===== src/logic/eeis_pkg.sv =====
package eeis_pkg;
	// Register indices; byte address is four times the index
	localparam logic [7:0] IDX_TMR_CTRL = 8'h88;
	localparam logic [7:0] IDX_A_FALL = 8'hBA;
	localparam logic [7:0] IDX_A_RISE = 8'hBB;
	localparam logic [7:0] IDX_B_FALL = 8'hBC;
	localparam logic [7:0] IDX_B_RISE = 8'hBD;
	localparam logic [7:0] IDX_C_FALL = 8'hC6;
	localparam logic [7:0] IDX_C_RISE = 8'hC7;
	localparam logic [7:0] IDX_IRQ_CTRL = 8'hD0;
	localparam logic [7:0] IDX_IRQ_STAT = 8'hD1;
	localparam logic [7:0] IDX_IRQ_MASK = 8'hD2;
	localparam int ADDR_W = 12;
	// Field positions
	localparam int TMR_B_FLAG = 3;
	localparam int TMR_A_FLAG = 1;
	localparam int CTRL_C_EN = 3;
	localparam int CTRL_A_PRIO = 0;
	localparam int EV_A = 0;
	localparam int EV_B = 1;
	localparam int EV_C = 2;
	// Implemented bits per register
	localparam logic [7:0] MASK_A_EN = 8'h0E;
	localparam logic [7:0] MASK_B_EN = 8'h0F;
	localparam logic [7:0] MASK_C_EN = 8'h3F;
	localparam logic [7:0] MASK_TMR = 8'h0A;
	localparam logic [7:0] MASK_CTRL = 8'h09;
	localparam logic [7:0] MASK_EV = 8'h07;
	// Value after reset; bus response codes
	localparam logic [7:0] RST_REG = 8'h00;
	localparam logic [1:0] RESP_OKAY = 2'h0;
	localparam logic [1:0] RESP_SLVERR = 2'h2;
endpackage


===== src/logic/eeis_edge_detect.sv =====
`timescale 1ns/1ps
// Per-line edge detector OR-ed into one group event
module eeis_edge_detect #(
	parameter int N = 4
) (
	input wire logic aclk,
	input wire logic aresetn,
	input wire logic ce,
	input wire logic [N-1:0] lines,
	input wire logic [N-1:0] rise_en,
	input wire logic [N-1:0] fall_en,
	output logic event_o
);
	import eeis_pkg::*;
	logic [N-1:0] prev_r, prev_nxt;
	logic [N-1:0] hit;
	logic primed_r, primed_nxt;
	logic event_r, event_nxt;

	// Per-line detection; both enables give either edge
	for (genvar i = 0; i < N; i++) begin : g_line
		assign hit[i] = primed_r & ((rise_en[i] & lines[i] & ~prev_r[i]) |
			(fall_en[i] & ~lines[i] & prev_r[i]));
	end

	// First sample only primes, so a high line at reset is no edge
	always_comb begin
		prev_nxt = lines;
		primed_nxt = 1'h1;
		event_nxt = |hit;
	end

	always_ff @(posedge aclk) begin
		if (!aresetn) begin
			prev_r <= '0;
			primed_r <= 1'h0;
			event_r <= 1'h0;
		end else if (ce) begin
			prev_r <= prev_nxt;
			primed_r <= primed_nxt;
			event_r <= event_nxt;
		end
	end

	assign event_o = event_r;
endmodule


===== src/logic/eeis_axil_slave.sv =====
`timescale 1ns/1ps
// AXI4-Lite slave front end, one write and one read at a time
module eeis_axil_slave (
	input wire logic aclk,
	input wire logic aresetn,
	input wire logic ce,
	input wire logic [eeis_pkg::ADDR_W-1:0] s_axi_awaddr,
	input wire logic s_axi_awvalid,
	output logic s_axi_awready,
	input wire logic [31:0] s_axi_wdata,
	input wire logic [3:0] s_axi_wstrb,
	input wire logic s_axi_wvalid,
	output logic s_axi_wready,
	output logic [1:0] s_axi_bresp,
	output logic s_axi_bvalid,
	input wire logic s_axi_bready,
	input wire logic [eeis_pkg::ADDR_W-1:0] s_axi_araddr,
	input wire logic s_axi_arvalid,
	output logic s_axi_arready,
	output logic [31:0] s_axi_rdata,
	output logic [1:0] s_axi_rresp,
	output logic s_axi_rvalid,
	input wire logic s_axi_rready,
	output logic wr_en,
	output logic [eeis_pkg::ADDR_W-1:0] wr_addr,
	output logic [7:0] wr_data,
	output logic wr_byte,
	input wire logic wr_hit,
	output logic rd_en,
	output logic [eeis_pkg::ADDR_W-1:0] rd_addr,
	input wire logic [7:0] rd_data,
	input wire logic rd_hit
);
	import eeis_pkg::*;
	logic aw_got_r, aw_got_nxt, w_got_r, w_got_nxt;
	logic [ADDR_W-1:0] awaddr_r, awaddr_nxt;
	logic [7:0] wdata_r, wdata_nxt;
	logic wstrb_r, wstrb_nxt;
	logic bvalid_r, bvalid_nxt, rvalid_r, rvalid_nxt;
	logic [1:0] bresp_r, bresp_nxt, rresp_r, rresp_nxt;
	logic [7:0] rdata_r, rdata_nxt;
	logic aw_take, w_take;

	// Ready only while the channel slot is free
	assign s_axi_awready = ce & ~aw_got_r & ~bvalid_r;
	assign s_axi_wready = ce & ~w_got_r & ~bvalid_r;
	assign s_axi_arready = ce & ~rvalid_r;
	assign aw_take = s_axi_awvalid & s_axi_awready;
	assign w_take = s_axi_wvalid & s_axi_wready;
	// Write executes once both halves are held, in either order
	assign wr_en = ce & ~bvalid_r & (aw_got_r | aw_take) & (w_got_r | w_take);
	assign wr_addr = aw_got_r ? awaddr_r : s_axi_awaddr;
	assign wr_data = w_got_r ? wdata_r : s_axi_wdata[7:0];
	assign wr_byte = w_got_r ? wstrb_r : s_axi_wstrb[0];
	assign rd_en = s_axi_arvalid & s_axi_arready;
	assign rd_addr = s_axi_araddr;

	always_comb begin
		aw_got_nxt = (aw_got_r | aw_take) & ~wr_en;
		w_got_nxt = (w_got_r | w_take) & ~wr_en;
		awaddr_nxt = aw_take ? s_axi_awaddr : awaddr_r;
		wdata_nxt = w_take ? s_axi_wdata[7:0] : wdata_r;
		wstrb_nxt = w_take ? s_axi_wstrb[0] : wstrb_r;
		bvalid_nxt = wr_en | (bvalid_r & ~s_axi_bready);
		bresp_nxt = wr_en ? (wr_hit ? RESP_OKAY : RESP_SLVERR) : bresp_r;
		rvalid_nxt = rd_en | (rvalid_r & ~s_axi_rready);
		rdata_nxt = rd_en ? rd_data : rdata_r;
		rresp_nxt = rd_en ? (rd_hit ? RESP_OKAY : RESP_SLVERR) : rresp_r;
	end

	always_ff @(posedge aclk) begin
		if (!aresetn) begin
			aw_got_r <= 1'h0;
			w_got_r <= 1'h0;
			awaddr_r <= '0;
			wdata_r <= RST_REG;
			wstrb_r <= 1'h0;
			bvalid_r <= 1'h0;
			bresp_r <= RESP_OKAY;
			rvalid_r <= 1'h0;
			rdata_r <= RST_REG;
			rresp_r <= RESP_OKAY;
		end else if (ce) begin
			aw_got_r <= aw_got_nxt;
			w_got_r <= w_got_nxt;
			awaddr_r <= awaddr_nxt;
			wdata_r <= wdata_nxt;
			wstrb_r <= wstrb_nxt;
			bvalid_r <= bvalid_nxt;
			bresp_r <= bresp_nxt;
			rvalid_r <= rvalid_nxt;
			rdata_r <= rdata_nxt;
			rresp_r <= rresp_nxt;
		end
	end

	// Narrow registers sit in the low byte
	assign s_axi_bvalid = bvalid_r;
	assign s_axi_bresp = bresp_r;
	assign s_axi_rvalid = rvalid_r;
	assign s_axi_rresp = rresp_r;
	assign s_axi_rdata = {24'h000000, rdata_r};
endmodule


===== src/logic/eeis_top.sv =====
`timescale 1ns/1ps
module eeis_top (
	input wire logic aclk,
	input wire logic aresetn,
	input wire logic ce,
	input wire logic [eeis_pkg::ADDR_W-1:0] s_axi_awaddr,
	input wire logic s_axi_awvalid,
	output logic s_axi_awready,
	input wire logic [31:0] s_axi_wdata,
	input wire logic [3:0] s_axi_wstrb,
	input wire logic s_axi_wvalid,
	output logic s_axi_wready,
	output logic [1:0] s_axi_bresp,
	output logic s_axi_bvalid,
	input wire logic s_axi_bready,
	input wire logic [eeis_pkg::ADDR_W-1:0] s_axi_araddr,
	input wire logic s_axi_arvalid,
	output logic s_axi_arready,
	output logic [31:0] s_axi_rdata,
	output logic [1:0] s_axi_rresp,
	output logic s_axi_rvalid,
	input wire logic s_axi_rready,
	input wire logic [3:1] ext_irq_group_a,
	input wire logic [3:0] ext_irq_group_b,
	input wire logic [5:0] ext_irq_group_c,
	input wire logic cpu_ack_a,
	input wire logic cpu_ack_b,
	output logic group_a_request_flag,
	output logic group_b_request_flag,
	output logic group_c_request,
	output logic group_a_priority_sel,
	output logic irq
);
	import eeis_pkg::*;
	logic wr_en, wr_byte, wr_hit, rd_en, rd_hit;
	logic [ADDR_W-1:0] wr_addr, rd_addr;
	logic [7:0] wr_data, rd_data;
	logic [7:0] wr_idx, rd_idx;
	logic wr_ok, rd_top_ok;
	logic ev_a, ev_b, ev_c;
	logic [2:0] events;
	logic [7:0] a_fall_r, a_fall_nxt, a_rise_r, a_rise_nxt;
	logic [7:0] b_fall_r, b_fall_nxt, b_rise_r, b_rise_nxt;
	logic [7:0] c_fall_r, c_fall_nxt, c_rise_r, c_rise_nxt;
	logic [7:0] ctrl_r, ctrl_nxt, stat_r, stat_nxt, mask_r, mask_nxt;
	logic flag_a_r, flag_a_nxt, flag_b_r, flag_b_nxt;
	logic c_req_r, c_req_nxt, irq_r, irq_nxt;

	eeis_axil_slave u_bus (
		.aclk(aclk),
		.aresetn(aresetn),
		.ce(ce),
		.s_axi_awaddr(s_axi_awaddr),
		.s_axi_awvalid(s_axi_awvalid),
		.s_axi_awready(s_axi_awready),
		.s_axi_wdata(s_axi_wdata),
		.s_axi_wstrb(s_axi_wstrb),
		.s_axi_wvalid(s_axi_wvalid),
		.s_axi_wready(s_axi_wready),
		.s_axi_bresp(s_axi_bresp),
		.s_axi_bvalid(s_axi_bvalid),
		.s_axi_bready(s_axi_bready),
		.s_axi_araddr(s_axi_araddr),
		.s_axi_arvalid(s_axi_arvalid),
		.s_axi_arready(s_axi_arready),
		.s_axi_rdata(s_axi_rdata),
		.s_axi_rresp(s_axi_rresp),
		.s_axi_rvalid(s_axi_rvalid),
		.s_axi_rready(s_axi_rready),
		.wr_en(wr_en),
		.wr_addr(wr_addr),
		.wr_data(wr_data),
		.wr_byte(wr_byte),
		.wr_hit(wr_hit),
		.rd_en(rd_en),
		.rd_addr(rd_addr),
		.rd_data(rd_data),
		.rd_hit(rd_hit)
	);

	// group A edge enables gate lines 3..1
	eeis_edge_detect #(.N(3)) u_edge_a (
		.aclk(aclk),
		.aresetn(aresetn),
		.ce(ce),
		.lines(ext_irq_group_a),
		.rise_en(a_rise_r[3:1]),
		.fall_en(a_fall_r[3:1]),
		.event_o(ev_a)
	);

	// group B edge enables gate lines 3..0
	eeis_edge_detect #(.N(4)) u_edge_b (
		.aclk(aclk),
		.aresetn(aresetn),
		.ce(ce),
		.lines(ext_irq_group_b),
		.rise_en(b_rise_r[3:0]),
		.fall_en(b_fall_r[3:0]),
		.event_o(ev_b)
	);

	// group C edge enables gate lines 5..0
	eeis_edge_detect #(.N(6)) u_edge_c (
		.aclk(aclk),
		.aresetn(aresetn),
		.ce(ce),
		.lines(ext_irq_group_c),
		.rise_en(c_rise_r[5:0]),
		.fall_en(c_fall_r[5:0]),
		.event_o(ev_c)
	);

	assign events = {ev_c, ev_b, ev_a};
	// Word index; upper address bits must be zero to hit
	assign wr_idx = wr_addr[9:2];
	assign rd_idx = rd_addr[9:2];
	assign wr_ok = (wr_addr[ADDR_W-1:10] == '0) & (wr_addr[1:0] == 2'h0);
	assign rd_top_ok = (rd_addr[ADDR_W-1:10] == '0) & (rd_addr[1:0] == 2'h0);

	// Read decode; reserved and timer bits read zero
	always_comb begin
		rd_data = RST_REG;
		rd_hit = rd_top_ok;
		if (rd_idx == IDX_TMR_CTRL) begin
			rd_data[TMR_B_FLAG] = flag_b_r;
			rd_data[TMR_A_FLAG] = flag_a_r;
		end else if (rd_idx == IDX_A_FALL) begin
			rd_data = a_fall_r;
		end else if (rd_idx == IDX_A_RISE) begin
			rd_data = a_rise_r;
		end else if (rd_idx == IDX_B_FALL) begin
			rd_data = b_fall_r;
		end else if (rd_idx == IDX_B_RISE) begin
			rd_data = b_rise_r;
		end else if (rd_idx == IDX_C_FALL) begin
			rd_data = c_fall_r;
		end else if (rd_idx == IDX_C_RISE) begin
			rd_data = c_rise_r;
		end else if (rd_idx == IDX_IRQ_CTRL) begin
			rd_data = ctrl_r;
		end else if (rd_idx == IDX_IRQ_STAT) begin
			rd_data = stat_r;
		end else if (rd_idx == IDX_IRQ_MASK) begin
			rd_data = mask_r;
		end else begin
			rd_hit = 1'h0;
		end
	end

	// Write decode; a write with byte 0 off still answers OKAY
	always_comb begin
		a_fall_nxt = a_fall_r;
		a_rise_nxt = a_rise_r;
		b_fall_nxt = b_fall_r;
		b_rise_nxt = b_rise_r;
		c_fall_nxt = c_fall_r;
		c_rise_nxt = c_rise_r;
		ctrl_nxt = ctrl_r;
		mask_nxt = mask_r;
		wr_hit = wr_ok;
		if (!wr_en) begin
			wr_hit = wr_ok;
		end else if (wr_idx == IDX_TMR_CTRL) begin
			wr_hit = wr_ok;
		end else if (wr_idx == IDX_A_FALL) begin
			if (wr_byte) a_fall_nxt = wr_data & MASK_A_EN;
		end else if (wr_idx == IDX_A_RISE) begin
			if (wr_byte) a_rise_nxt = wr_data & MASK_A_EN;
		end else if (wr_idx == IDX_B_FALL) begin
			if (wr_byte) b_fall_nxt = wr_data & MASK_B_EN;
		end else if (wr_idx == IDX_B_RISE) begin
			if (wr_byte) b_rise_nxt = wr_data & MASK_B_EN;
		end else if (wr_idx == IDX_C_FALL) begin
			if (wr_byte) c_fall_nxt = wr_data & MASK_C_EN;
		end else if (wr_idx == IDX_C_RISE) begin
			if (wr_byte) c_rise_nxt = wr_data & MASK_C_EN;
		end else if (wr_idx == IDX_IRQ_CTRL) begin
			if (wr_byte) ctrl_nxt = wr_data & MASK_CTRL;
		end else if (wr_idx == IDX_IRQ_STAT) begin
			wr_hit = wr_ok;
		end else if (wr_idx == IDX_IRQ_MASK) begin
			if (wr_byte) mask_nxt = wr_data & MASK_EV;
		end else begin
			wr_hit = 1'h0;
		end
	end

	// Request flags; a new event beats both ack and software clear
	always_comb begin
		flag_a_nxt = flag_a_r & ~cpu_ack_a;
		flag_b_nxt = flag_b_r & ~cpu_ack_b;
		if (wr_en && wr_ok && wr_byte && wr_idx == IDX_TMR_CTRL) begin
			flag_a_nxt = wr_data[TMR_A_FLAG];
			flag_b_nxt = wr_data[TMR_B_FLAG];
		end
		flag_a_nxt = flag_a_nxt | ev_a;
		flag_b_nxt = flag_b_nxt | ev_b;
		c_req_nxt = ev_c & ctrl_r[CTRL_C_EN];
	end

	// Sticky status, write one to clear, set wins
	always_comb begin
		stat_nxt = stat_r;
		if (wr_en && wr_ok && wr_byte && wr_idx == IDX_IRQ_STAT) begin
			stat_nxt = stat_r & ~(wr_data & MASK_EV);
		end
		stat_nxt = stat_nxt | {5'h00, events};
		irq_nxt = |(stat_nxt & mask_nxt);
	end

	// All state frozen while clock enable is low
	always_ff @(posedge aclk) begin
		if (!aresetn) begin
			a_fall_r <= RST_REG;
			a_rise_r <= RST_REG;
			b_fall_r <= RST_REG;
			b_rise_r <= RST_REG;
			c_fall_r <= RST_REG;
			c_rise_r <= RST_REG;
			ctrl_r <= RST_REG;
			stat_r <= RST_REG;
			mask_r <= RST_REG;
			flag_a_r <= 1'h0;
			flag_b_r <= 1'h0;
			c_req_r <= 1'h0;
			irq_r <= 1'h0;
		end else if (ce) begin
			a_fall_r <= a_fall_nxt;
			a_rise_r <= a_rise_nxt;
			b_fall_r <= b_fall_nxt;
			b_rise_r <= b_rise_nxt;
			c_fall_r <= c_fall_nxt;
			c_rise_r <= c_rise_nxt;
			ctrl_r <= ctrl_nxt;
			stat_r <= stat_nxt;
			mask_r <= mask_nxt;
			flag_a_r <= flag_a_nxt;
			flag_b_r <= flag_b_nxt;
			c_req_r <= c_req_nxt;
			irq_r <= irq_nxt;
		end
	end

	assign group_a_priority_sel = ctrl_r[CTRL_A_PRIO];
	assign group_a_request_flag = flag_a_r;
	assign group_b_request_flag = flag_b_r;
	assign group_c_request = c_req_r;
	assign irq = irq_r;

	logic flag_wr;
	assign flag_wr = wr_en && wr_ok && wr_byte && wr_idx == IDX_TMR_CTRL;
endmodule


===== config.mk =====
export PLATFORM = sky130hd
export DESIGN_NAME = eeis_top
export DESIGN_NICKNAME = d
export VERILOG_FILES = /design/src/logic/eeis_pkg.sv /design/src/logic/eeis_edge_detect.sv /design/src/logic/eeis_axil_slave.sv /design/src/logic/eeis_top.sv
export SDC_FILE = /design/constraint.sdc
export NUM_CORES = 1
export LEC_CHECK = 0
export BUFFER_PORTS_ARGS = -buffer_cell sky130_fd_sc_hd__clkbuf_2
export CAP_MARGIN = 20
export CORE_ASPECT_RATIO = 1.2
export CORE_UTILIZATION = 58
export DETAILED_ROUTE_END_ITERATION = 12
export HOLD_SLACK_MARGIN = 0.06
export PLACE_DENSITY_LB_ADDON = 0.05
export SLEW_MARGIN = 10
export SYNTH_ARGS = -nofsm -noshare
export SYNTH_HDL_FRONTEND = slang
export SYNTH_HIERARCHICAL = 1
export SYNTH_SLANG_ARGS = --single-unit

===== constraint.sdc =====
create_clock -name aclk -period 5.4 [get_ports aclk]
set_input_delay 1.08 -clock aclk [delete_from_list [all_inputs] [get_ports aclk]]
set_output_delay 1.08 -clock aclk [all_outputs]
set_load 0.01 [all_outputs]

==> run metrics, run 1 <==
status=finished, final reports clean; Initial Utilization=between 50% and 60%; post-CTS sizing=0; first-pass GRT wire length=~19 mm; WP data required=~4.3 ns; CTS tree=yes; cts hold-fix bufs=0; Die W=between 80 and 90 µm; initial DRC count=between 150 and 200; synthesized area per cell=between 8 and 9 µm²; Clk pin slew, worst setup/hold paths=approximately 0.08 ns; antenna violations before repair=0; CP most frequent cell=clkbuf_2; GRT Total Usage=between 20% and 30%; Ant. Diodes=0; relative slew slack=between 50 and 60%; Util after Layout=a little under two thirds; Setup crit end kind=output pin; type of the most critical hold path=flop to flop; wirelength, routed=11.6 mm; Synth Cell Area=5100 µm²; synthesized instance count=583; synth warn=6; Rows=37; critical path type=input port to output pin; share of layout cells above drive strength 1=22.1%; maxcap violations=0; Total Neg Setup Slack=0 ns; Syn-to-layout area delta=7.19%; Clock Skew=around 0.011 ns; CP max stage delay=about 0.47 ns; min Tclk post-route=approximately 3.1 ns; Startpoint Class=input port; register area=approximately 1800 µm²; Slew Viols, Final=0; via count=around 4.1k; setup bufs post-CTS=0; # port buffers=73; fmax=about 320 MHz; Critical-path top delay cell=buf_4; clock sink total=90; IR drop worst, VDD=0.000198 V; most frequent cells in the layout=dfxtp_1, clkbuf_2, nand2_1; Critical Path Fanout Max=45; IO Pins=approximately 130; multi-input combinational cell area=2900 µm²; clock latency on the worst-skew pair=about 0.37 ns; Worst Tran Pin Value=around 0.74 ns; number of global-route vias before repair=around 4.0k; gpl congestion=roughly 0.86; First-pass DRT Iterations=5; die area=between 9000 and 10000 µm²; LEAKAGE=2.19 nW; Hold Fails Final Rpt=0; commonest non-fill, non-tap cell in the layout=dfxtp_1; nets=between 700 and 800; CTS Buf Count=9; Setup violations, final=0; vias per inst=around 5.5; dpl cells=730; post-route ant nets=0; GRT overflow=0; CTS max path bufs=2; Worst EP arrival=a little over 2 ns; Die Ht=roughly 100 µm; worst-path cell chain=clkbuf_2 -> buf_4 -> nand2b_1 -> nor2_1 -> clkbuf_2; H-Tree Level Count=3; Filler Cell Count=around 760; RSZ-0062 raised after global routing=false; Core Region=between 8000 and 9000 µm²; final period utilization=58.0%; routed len/inst=15.5 µm; Cell Count, Final, Fillers Out=between 700 and 800; pwr dens=roughly 240 nW/µm²; DRC=0; largest net degree at the start of global routing=51; CTS Root Buffer Type=clkbuf_8; post-DP HPWL=between 8 and 9 mm
-- layer usage --
layer  vias to the layer above  global-route usage [%]  wire, µm
met3                        15                    3.55       462
met2                        95                    44.7      5760
met5                         -                       0         0
li1                       2083                       -         -
met1                      1941                    32.2      5120
met4                         0                    11.9       246
-- area by class of cell --
class                   instances  area share, %
flip-flops and latches         90           33.0
well taps                     117           2.68
multi-input cells             436           53.1
clock buffers                  11           2.77
inverters                      10          0.686
repair buffers                 78           7.32
clock inverters                 5          0.526
-- where the power goes --
group,switching [mW],leakage (nW),internal (mW)
logic,0.0969,1.36,0.0700
clock network,0.238,0.0988,0.190
registers,0.0162,0.732,0.682
total,0.351,2.19,0.942
-- stage by stage --
step           instance area [µm²]  setup WS (ns)  hold WS [ns]  power, mW
2_1_floorplan                 5200           2.42         0.420      0.849
6_report                      5470           2.27         0.454       1.29
3_3_place_gp                  5280           2.00         0.432      0.875
5_1_grt                       5470           2.13         0.472       1.35
3_5_place_dp                  5280           2.01         0.443      0.880
4_1_cts                       5460           2.24         0.455       1.31
-- state kept, by name (all words and copies together), names as in the netlist, 4 cells and up --
register,flops
u_edge_c/prev_r,6
u_bus/awaddr_r,12
u_edge_b/prev_r,4
u_bus/rdata_r,8
c_rise_r,6
b_fall_r,4
u_bus/wdata_r,6
b_rise_r,4
c_fall_r,6
-- critical path, delay by kind of cell --
kind          cells  cell delay, ns
buf+inv           3            0.72
simple gates      2            0.24
-- worst paths after layout --
| kind | from | end | slack (ns) | cells past startpoint |
|---|---|---|---|---|
| max | ce | s_axi_wready | 2.27 | 5 |
| min | u_bus/awaddr_r[3] | u_bus/awaddr_r[3] | 0.45 | 2 |
| max reg2reg | u_bus/aw_got_r | u_bus/s_axi_bresp[1] | 2.27 | 8 |
| min reg2reg | u_bus/awaddr_r[3] | u_bus/awaddr_r[3] | 0.45 | 2 |
Note: power is estimated with default switching activity, not from simulation.
==> inputs of run 2 (changes only) <==
- ABC_AREA: unset -> 1
- CORE_UTILIZATION: 58 -> 54
- clock period: 5.4 -> 2.9 ns (I/O delays scaled with it)
==> run metrics, run 2 <==
status=finished, final reports clean; Synth Cell Area=roughly 5100 µm²; CTS max path bufs=2; gpl congestion=0.941; Rows=38; post-route ant nets=0; critical path type=flop to flop; min Tclk post-route=around 2.5 ns; GRT overflow=0; relative slew slack=~63%; type of the most critical hold path=input port to flop; die area=around 9900 µm²; vias per inst=roughly 5.1; Slew Viols, Final=0; wirelength, routed=about 13 mm; IR drop worst, VDD=0.000264 V; largest net degree at the start of global routing=56; dpl cells=965; clock sink total=90; Startpoint Class=flop; LEAKAGE=approximately 2.8 nW; fmax=405 MHz; Setup violations, final=0; synthesized area per cell=around 6.4 µm²; nets=approximately 940; final period utilization=85.0%; post-CTS sizing=0; Ant. Diodes=0; Cell Count, Final, Fillers Out=between 900 and 1k; post-DP HPWL=roughly 10 mm; CTS tree=yes; CTS Buf Count=9; cts hold-fix bufs=0; Die Ht=109 µm; DRC=0; largest registers=u_bus/awaddr_r: 12 flops, u_bus/rdata_r: 8 flops; Syn-to-layout area delta=8.55%; Filler Cell Count=912; Worst Tran Pin Value=approximately 0.55 ns; number of global-route vias before repair=4545; register area=between 1500 and 2000 µm²; Initial Utilization=55.9%; IO Pins=roughly 130; Total Neg Setup Slack=0 ns; commonest non-fill, non-tap cell in the layout=nand2_1; max FFs per register=12; clock latency on the worst-skew pair=0.37 ns; Die W=between 90 and 100 µm; Clock Skew=0.0144 ns; CTS Root Buffer Type=clkbuf_8; synth warn=6; synthesized instance count=800; H-Tree Level Count=3; Power Total=roughly 2.6 mW; Hold Fails Final Rpt=0; Core Region=9130 µm²; multi-input combinational cell area=approximately 2600 µm²; via count=5005; first-pass GRT wire length=21.0 mm; routed len/inst=13.2 µm; pwr dens=461 nW/µm²; Most flops, register=u_bus/awaddr_r; initial DRC count=between 200 and 300; GRT Total Usage=between 20% and 30%; WP data required=3.16 ns; most frequent cells in the layout=nand2_1, nor2_1, inv_1; RSZ-0062 raised after global routing=false; Clk pin slew, worst setup/hold paths=0.10 ns; hold_ws=0.456 ns; # port buffers=73; First-pass DRT Iterations=5; antenna violations before repair=0; share of layout cells above drive strength 1=16.3%; Setup crit end kind=flop; Worst EP arrival=approximately 2.7 ns; Critical Path Fanout Max=14; maxcap violations=0; setup bufs post-CTS=0
==> run 2: cell type report <==
class / instances / area share, %
clock buffers: 10 / 2.30
clock inverters: 6 / 1.17
inverters: 107 / 7.25
multi-input cells: 569 / 46.7
flip-flops and latches: 90 / 32.5
well taps: 120 / 2.71
repair buffers: 79 / 7.40
==> run 2: where the power goes <==
part	internal (mW)	switching, mW	leakage (nW)
logic	0.114	0.250	2.00
clock network	0.402	0.466	0.0971
registers	1.29	0.0372	0.735
==> run 2: final timing paths <==
check | startpoint | slack [ns] | to | cells after the start
setup reg to reg | u_bus/aw_got_r | 0.43 | a_rise_r[2] | 11
hold / removal | ext_irq_group_c[1] | 0.46 | u_edge_c/prev_r[1] | 3
hold reg to reg | u_bus/rdata_r[4] | 0.47 | u_bus/rdata_r[4] | 2
setup / recovery | u_bus/aw_got_r | 0.43 | a_rise_r[2] | 11
==> run 2: metrics by stage <==
step                setup WS [ns]  instance area [µm²]  utilization, %
finish                      0.434                 5540            60.7
global route                0.156                 5540            60.7
CTS                         0.395                 5540            60.7
detailed placement          0.420                 5350            58.6
global placement            0.481                 5350            58.6
floorplan                   0.950                 5200               -
==> run 2: worst max-delay path: stages (launching register included) <==
cell	delay, ns
dfxtp_1	0.67
inv_2	0.24
nand2_1	0.19
o211ai_2	0.18
inv_1	0.15
nand2_1	0.09
inv_2	0.11
nand3_4	0.16
nor3_2	0.32
inv_2	0.07
nor2_1	0.10
nor2_1	0.07
==> run 2: routing by layer <==
| layer | share of wire [%] | global-route usage [%] | vias to the layer above |
|---|---|---|---|
| li1 | - | - | 2575 |
| met1 | 44 | 30.9 | 2273 |
| met2 | 48 | 48.6 | 123 |
| met3 | 3.6 | 3.02 | 34 |
| met4 | 4.4 | 15.8 | 0 |
| met5 | 0 | 0 | - |
